==> src/verilog/eip_consts.svh <==
`ifndef EIP_CONSTS_SVH
`define EIP_CONSTS_SVH

// special-function addresses, reachable from every page
`define EIP_ADDR_PRIO_HIGH 8'h86
`define EIP_ADDR_ENABLE 8'haf
`define EIP_ADDR_PRIO_LOW 8'hbf
`define EIP_ADDR_PIN_CFG 8'he4

// bit positions shared by enable and both priority registers
`define EIP_BIT_TEMP 3
`define EIP_BIT_TIMER5 2
`define EIP_BIT_TIMER4 1
`define EIP_BIT_SERIAL2 0
`define EIP_SRC_BITS 4

// pin configuration fields
`define EIP_PINCFG_A_SEL_LO 0
`define EIP_PINCFG_A_POL 3
`define EIP_PINCFG_B_SEL_LO 4
`define EIP_PINCFG_B_POL 7
`define EIP_SEL_W 3

// reset values
`define EIP_SRC_RESET 4'h0
`define EIP_PINCFG_RESET 8'h01
`define EIP_BYTE_ZERO 8'h00

`endif

==> src/verilog/eip_pkg.sv <==
`default_nettype none
package eip_pkg;
    typedef enum logic [2:0] {
        EIP_SRC_PIN_A,
        EIP_SRC_PIN_B,
        EIP_SRC_SERIAL2,
        EIP_SRC_TIMER4,
        EIP_SRC_TIMER5,
        EIP_SRC_TEMP
    } eip_src_t;

    typedef struct packed {
        logic prevActive;
        logic pending;
    } eip_sense_t;

    typedef struct packed {
        logic [3:0] enable;
        logic [3:0] prioLow;
        logic [3:0] prioHigh;
        logic [7:0] pinCfg;
        logic [7:0] rdata;
    } eip_regs_t;
endpackage
`default_nettype wire

==> src/verilog/eip_pin_sense.sv <==
`timescale 1ns/100ps
`default_nettype none
module eip_pin_sense
    import eip_pkg::*;
(
    input wire logic clk,
    input wire logic rst_b,
    input wire logic pinLevel,
    input wire logic edgeSelect,
    input wire logic polarity,
    input wire logic ackClear,
    output logic pending
);
    eip_sense_t state_ff;
    eip_sense_t nxt_state;
    logic active;
    logic rise;

    assign active = ~(pinLevel ^ polarity);
    assign rise = active & ~state_ff.prevActive;

    always_comb begin
        nxt_state = state_ff;
        nxt_state.prevActive = active;
        if (edgeSelect) begin
            // set wins over the vector clear
            nxt_state.pending = rise | (state_ff.pending & ~ackClear);
        end else begin
            nxt_state.pending = active;
        end
    end

    always_ff @(posedge clk or negedge rst_b) begin
        if (!rst_b) begin
            state_ff <= '0;
        end else begin
            state_ff <= nxt_state;
        end
    end

    assign pending = state_ff.pending;
endmodule
`default_nettype wire

==> src/verilog/eip_ext_irq_enable_priority.sv <==
`timescale 1ns/100ps
`default_nettype none
`include "eip_consts.svh"
// Summary of operation
// - bit 3 gates temperature sensor requests
// - bit 2 gates timer 5 overflow requests
// - bit 1 gates timer 4 overflow requests
// - bit 0 gates second serial port requests
// - enable register at 0xaf, resets zero
// - low priority bits at 0xbf
// - high priority bits at 0x86
// - type bit edge/level, polarity bit high/low
// - one pending flag per external pin
// - edge pending cleared on vectoring
// - level pending follows active input
// - three-bit field picks port 0 pin
module eip_ext_irq_enable_priority
    import eip_pkg::*;
#(
    parameter int NUM_SRC = 6
) (
    input wire logic clk,
    input wire logic rst_b,
    input wire logic [7:0] sfrAddr,
    input wire logic sfrWe,
    input wire logic [7:0] sfrWdata,
    output logic [7:0] sfrRdata,
    input wire logic [7:0] port0Pins,
    input wire logic pinAEdgeSelect,
    input wire logic pinBEdgeSelect,
    input wire logic pinAIrqEnable,
    input wire logic pinBIrqEnable,
    input wire logic [1:0] pinAPrio,
    input wire logic [1:0] pinBPrio,
    input wire logic tempSensorReq,
    input wire logic timer5LowOverflow,
    input wire logic timer5HighOverflow,
    input wire logic timer4LowOverflow,
    input wire logic timer4HighOverflow,
    input wire logic serial2Req,
    input wire logic irqAck,
    output logic pinAPending,
    output logic pinBPending,
    output logic irqValid,
    output eip_src_t irqId,
    output logic [1:0] irqPrio
);
    eip_regs_t state_ff;
    eip_regs_t nxt_state;
    logic [NUM_SRC-1:0] reqVec;
    logic [2*NUM_SRC-1:0] prioVec;
    logic [2:0] bestIdx;
    logic pinALevel;
    logic pinBLevel;
    logic ackPinA;
    logic ackPinB;
    logic higherExists;

    function automatic logic [1:0] prio_of(input logic [3:0] hi,
                                           input logic [3:0] lo,
                                           input int bitPos);
        prio_of = {hi[bitPos], lo[bitPos]};
    endfunction

    function automatic logic [2:0] pick_best(
        input logic [NUM_SRC-1:0] req,
        input logic [2*NUM_SRC-1:0] prios);
        logic found;
        logic [1:0] bestP;
        found = 1'b0;
        bestP = 2'h0;
        pick_best = 3'h0;
        for (int i = 0; i < NUM_SRC; i++) begin
            // strict compare keeps the lower index on a tie
            if (req[i] && (!found || prios[2*i+:2] > bestP)) begin
                found = 1'b1;
                bestP = prios[2*i+:2];
                pick_best = 3'(i);
            end
        end
    endfunction

    ////////////////////////////////////////////////////////////////////////
    // pin selection, monitored without touching the port
    assign pinALevel = port0Pins[state_ff.pinCfg[`EIP_PINCFG_A_SEL_LO
        +: `EIP_SEL_W]];
    assign pinBLevel = port0Pins[state_ff.pinCfg[`EIP_PINCFG_B_SEL_LO
        +: `EIP_SEL_W]];

    assign ackPinA = irqAck && irqValid && irqId == EIP_SRC_PIN_A;
    assign ackPinB = irqAck && irqValid && irqId == EIP_SRC_PIN_B;

    eip_pin_sense senseA (
        .clk(clk),
        .rst_b(rst_b),
        .pinLevel(pinALevel),
        .edgeSelect(pinAEdgeSelect),
        .polarity(state_ff.pinCfg[`EIP_PINCFG_A_POL]),
        .ackClear(ackPinA),
        .pending(pinAPending)
    );

    eip_pin_sense senseB (
        .clk(clk),
        .rst_b(rst_b),
        .pinLevel(pinBLevel),
        .edgeSelect(pinBEdgeSelect),
        .polarity(state_ff.pinCfg[`EIP_PINCFG_B_POL]),
        .ackClear(ackPinB),
        .pending(pinBPending)
    );

    ////////////////////////////////////////////////////////////////////////
    // masking and arbitration
    always_comb begin
        reqVec = '0;
        reqVec[EIP_SRC_PIN_A] = pinAPending & pinAIrqEnable;
        reqVec[EIP_SRC_PIN_B] = pinBPending & pinBIrqEnable;
        reqVec[EIP_SRC_SERIAL2] = serial2Req
            & state_ff.enable[`EIP_BIT_SERIAL2];
        reqVec[EIP_SRC_TIMER4] = (timer4LowOverflow | timer4HighOverflow)
            & state_ff.enable[`EIP_BIT_TIMER4];
        reqVec[EIP_SRC_TIMER5] = (timer5LowOverflow | timer5HighOverflow)
            & state_ff.enable[`EIP_BIT_TIMER5];
        reqVec[EIP_SRC_TEMP] = tempSensorReq
            & state_ff.enable[`EIP_BIT_TEMP];
        prioVec = '0;
        prioVec[2*EIP_SRC_PIN_A+:2] = pinAPrio;
        prioVec[2*EIP_SRC_PIN_B+:2] = pinBPrio;
        prioVec[2*EIP_SRC_SERIAL2+:2] = prio_of(state_ff.prioHigh,
            state_ff.prioLow, `EIP_BIT_SERIAL2);
        prioVec[2*EIP_SRC_TIMER4+:2] = prio_of(state_ff.prioHigh,
            state_ff.prioLow, `EIP_BIT_TIMER4);
        prioVec[2*EIP_SRC_TIMER5+:2] = prio_of(state_ff.prioHigh,
            state_ff.prioLow, `EIP_BIT_TIMER5);
        prioVec[2*EIP_SRC_TEMP+:2] = prio_of(state_ff.prioHigh,
            state_ff.prioLow, `EIP_BIT_TEMP);
    end

    assign bestIdx = pick_best(reqVec, prioVec);
    assign irqValid = |reqVec;
    assign irqId = eip_src_t'(bestIdx);
    assign irqPrio = prioVec[2*bestIdx+:2];

    ////////////////////////////////////////////////////////////////////////
    // register file
    always_comb begin
        nxt_state = state_ff;
        if (sfrWe) begin
            if (sfrAddr == `EIP_ADDR_ENABLE) begin
                nxt_state.enable = sfrWdata[`EIP_SRC_BITS-1:0];
            end else if (sfrAddr == `EIP_ADDR_PRIO_LOW) begin
                nxt_state.prioLow = sfrWdata[`EIP_SRC_BITS-1:0];
            end else if (sfrAddr == `EIP_ADDR_PRIO_HIGH) begin
                nxt_state.prioHigh = sfrWdata[`EIP_SRC_BITS-1:0];
            end else if (sfrAddr == `EIP_ADDR_PIN_CFG) begin
                nxt_state.pinCfg = sfrWdata;
            end
        end
        // reserved upper nibbles read as zero
        if (sfrAddr == `EIP_ADDR_ENABLE) begin
            nxt_state.rdata = {4'h0, state_ff.enable};
        end else if (sfrAddr == `EIP_ADDR_PRIO_LOW) begin
            nxt_state.rdata = {4'h0, state_ff.prioLow};
        end else if (sfrAddr == `EIP_ADDR_PRIO_HIGH) begin
            nxt_state.rdata = {4'h0, state_ff.prioHigh};
        end else if (sfrAddr == `EIP_ADDR_PIN_CFG) begin
            nxt_state.rdata = state_ff.pinCfg;
        end else begin
            nxt_state.rdata = `EIP_BYTE_ZERO;
        end
    end

    always_ff @(posedge clk or negedge rst_b) begin
        if (!rst_b) begin
            state_ff.enable <= `EIP_SRC_RESET;
            state_ff.prioLow <= `EIP_SRC_RESET;
            state_ff.prioHigh <= `EIP_SRC_RESET;
            state_ff.pinCfg <= `EIP_PINCFG_RESET;
            state_ff.rdata <= `EIP_BYTE_ZERO;
        end else begin
            state_ff <= nxt_state;
        end
    end

    assign sfrRdata = state_ff.rdata;

    always_comb begin
        higherExists = 1'b0;
        for (int i = 0; i < NUM_SRC; i++) begin
            if (reqVec[i] && prioVec[2*i+:2] > irqPrio) begin
                higherExists = 1'b1;
            end
        end
    end
endmodule
`default_nettype wire

==> config.mk <==
export PLATFORM = sky130hd
export DESIGN_NAME = eip_ext_irq_enable_priority
export DESIGN_NICKNAME = d
export VERILOG_FILES = /design/src/verilog/eip_pkg.sv /design/src/verilog/eip_pin_sense.sv /design/src/verilog/eip_ext_irq_enable_priority.sv
export VERILOG_INCLUDE_DIRS = /design/src /design/src/verilog
export SDC_FILE = /design/constraint.sdc
export NUM_CORES = 1
export LEC_CHECK = 0
export ABC_CLOCK_PERIOD_IN_PS = 10000
export BUFFER_PORTS_ARGS = -buffer_cell sky130_fd_sc_hd__buf_4
export CAP_MARGIN = 20
export CORE_MARGIN = 4
export CORE_UTILIZATION = 35
export CTS_CLUSTER_DIAMETER = 200
export CTS_CLUSTER_SIZE = 14
export DETAILED_ROUTE_END_ITERATION = 6
export GPL_TIMING_DRIVEN = 1
export HOLD_SLACK_MARGIN = 0.08
export PLACE_DENSITY = 0.64
export SYNTH_ARGS = -nofsm -noshare
export SYNTH_HDL_FRONTEND = slang
export SYNTH_SLANG_ARGS = --single-unit
==> constraint.sdc <==
create_clock -name clk -period 10 [get_ports clk]
set_clock_uncertainty 0.1 [all_clocks]
set_input_delay 2 -clock clk [delete_from_list [all_inputs] [get_ports clk]]
set_output_delay 2 -clock clk [all_outputs]
set_load 0.01 [all_outputs]
==> metrics.md <==
| Metric | Value |
|---|---|
| CORE AREA | `0.00564 mm²` |
| Sw Ratio | `0.280` |
| Max Slew Vio Count | `0` |
| Post-route ant nets | `0` |
| Share of cells above drive strength 1 | `0.454` |
| DR vias/cell | `5.26` |
| Detailed placement HPWL | `4.19 mm` |
| DR DRC count | `0` |
| Crit path required time | `7.90 ns` |
| Clock power share | `0.324` |
| Chip width | `85.1 µm` |
| 1st-pass router iterations | `6` |
| Pwr per Cell Area | `128 mW/mm²` |
| Initial antenna violation count | `0` |
| Final wirelength | `5.34 mm` |
| Gr ovfl total | `0` |
| Final Hold Viols | `0` |
| Top cells by area, synth | `dfrtp_1, mux2_2, ha_1, mux4_2, nand2_1` |
| Most used DFF post-synth | `dfrtp_1` |
| Total track usage | `0.152` |
| Num rows | `27` |
| I/O Buffers | `57` |
| Status | `finished clean` |
| Crit path capture type | `primary output` |
| Relative slew slack | `0.399` |
| Largest net degree at the start of global routing | `33` |
| Yosys cell types | `49` |
| NumNets Final | `329` |
| Int Pwr | `0.264 mW` |
| Yosys warns | `0` |
| Seq cells post-synth | `32` |
| Starting Density | `0.369` |
| First DRT Iteration DRCs | `108` |
| Reg clk slew, reported paths | `0.07 ns` |
| Post-Layout Cell Count | `352` |
| Crit path max fanout | `5` |
| Via count | `1852` |
| Endpoints failing setup | `0` |
| First-pass GRT wire length | `8.68 mm` |
| Placed instance count | `340` |
| Sequential Power Share | `0.398` |
| H-tree levels | `2` |
| Clk_lat worst skew | `0.28 ns` |
| Switch Pwr | `0.103 mW` |
| Most frequent cells in the layout | `buf_4, dfrtp_1, nand2_1` |
| Tmin final | `9.69 ns` |
| Die ar. | `0.00724 mm²` |
| Area grow syn2layout | `37.5%` |
| Ports | `58` |
| ANT cells | `0` |
| Pwr Total | `0.367 mW` |
| Arrival @ worst endpoint | `7.59 ns` |
| Register area share after synthesis | `0.386` |
| Async set or reset register ratio after synthesis | `1.00` |
| FMAX | `103 MHz` |
| Synth top area share | `0.373` |
| Gate power share | `0.277` |
| Syn_nets | `260` |
| Max stage delay on crit path | `0.39 ns` |
| Avg WL per Cell | `15.2 µm` |
| Commonest non-fill, non-tap cell in the layout | `buf_4` |
| Crit path kind | `primary input to primary output` |
| Clock sinks | `32` |
| EDFF count, synth | `0` |
| GP Congestion | `0.812` |
| Mapped Cells | `210` |
| CTS tree | `yes` |
| Vias in the first global route | `1851` |
| Peak supply drop | `0.0656 mV` |
| Final period utilization | `0.969` |
| Worst-case clock buffer depth | `2` |
| Root Buffer | `clkbuf_8` |
| Crit-path slowest cell | `mux2_2` |
| Lkg Pwr | `1.39 nW` |
| Avg Inst Size Synth | `9.90 µm²` |
| Die height | `85.1 µm` |
| Cell Area, Synth | `0.00208 mm²` |
| Cell taking the most area after synthesis | `dfrtp_1` |
| Clock buffer count from CTS | `5` |
| Max-Cap Viols | `0` |
| Slew @ Worst Pin | `0.894 ns` |
| Hold Crit Class | `flop to flop` |
| Crit path launch type | `primary input` |
[flip-flops by register name (all words and copies together), names as in the netlist]
name             flops
senseA.pending       1
prioVec              8
senseA.state_ff      1
state_ff            12
senseB.state_ff      1
senseB.pending       1
sfrRdata             8
[layer usage]
layer,vias to the layer above,global-route usage,part of all wire
met4,0,0.0518,0.0073
met3,2,0.0301,0.044
met5,-,0,0
met1,892,0.198,0.44
met2,45,0.250,0.50
li1,913,-,-
[worst paths after layout]
check	cells past startpoint	slack, ns	endpoint	from
worst min register to register	1	0.42	senseB.state_ff[1]	state_ff[15]
max in group asynchronous	1	7.93	state_ff[8]	rst_b
min in group asynchronous	1	1.55	state_ff[27]	rst_b
worst max register to register	32	3.34	senseA.pending	senseA.pending
worst min-delay path	1	0.42	senseB.state_ff[1]	state_ff[15]
worst max-delay path	32	0.31	irqPrio[0]	pinAIrqEnable
[cell usage after synthesis, types with 4 or more instances]
library cell	count
dfrtp_1	31
ha_1	8
buf_4	8
a21oi_1	5
nand3_1	4
a222oi_1	5
mux2i_1	6
mux2_2	18
nand2_1	22
o21ai_0	13
nor3_1	4
nor2_1	21
inv_1	9
mux4_2	4
and2_1	4
[cell type report]
cell class | instances | area, µm²
clock buffer | 6 | 72.6
clock inverter | 2 | 35.0
fill | 507 | 2780
inverter | 9 | 33.8
multi-input combinational | 160 | 1290
sequential | 32 | 802
tap | 72 | 90.1
timing repair buffer | 71 | 533
[stage by stage]
stage	setup TNS, ns	area [µm²]	utilization	worst slack (ns)	hold slack [ns]
6_report	0	2860	0.507	0.306	0.417
4_1_cts	0	2730	0.484	0.0459	0.415
5_1_grt	-0.0119	2860	0.507	-0.00631	0.432
2_1_floorplan	0	2080	-	0.455	0.365
3_5_place_dp	-0.227	2610	0.462	-0.150	0.404
3_3_place_gp	0	2610	0.462	0.0471	0.395
[critical path, delay by kind of cell]
family          cells  cell delay, ns
compound gates     12            1.88
fa+ha+maj           5            1.32
mux                 3            1.03
simple gates        9            1.01
buf+inv             3            0.35
[power groups by stage]
| stage | Combinational, mW | Clock (mW) | Sequential (mW) |
|---|---|---|---|
| floorplan | 0.0479 | 0 | 0.146 |
| global placement | 0.0879 | 0 | 0.148 |
| detailed placement | 0.0894 | 0 | 0.148 |
| CTS | 0.0914 | 0.123 | 0.145 |
| global route | 0.113 | 0.130 | 0.147 |
| finish | 0.102 | 0.119 | 0.146 |
[cell families (layout without fill, tap and decap cells)]
group,count (synthesis),after routing,share of synthesized area
xor+xnor,2,2,0.00843
flops,32,32,0.386
mux,28,28,0.170
buf+inv,18,88,0.0469
compound gates,44,44,0.157
fa+ha+maj,8,8,0.0481
simple gates,78,78,0.184
[repair_timing]
item | CTS | global route
buffers inserted | 1 | 3
resized for setup | 3 | 21
setup endpoints to repair | 3 | 5
pin swaps | 2 | 12
hold buffers | 0 | 0
Note: power is estimated with default switching activity, not from simulation.
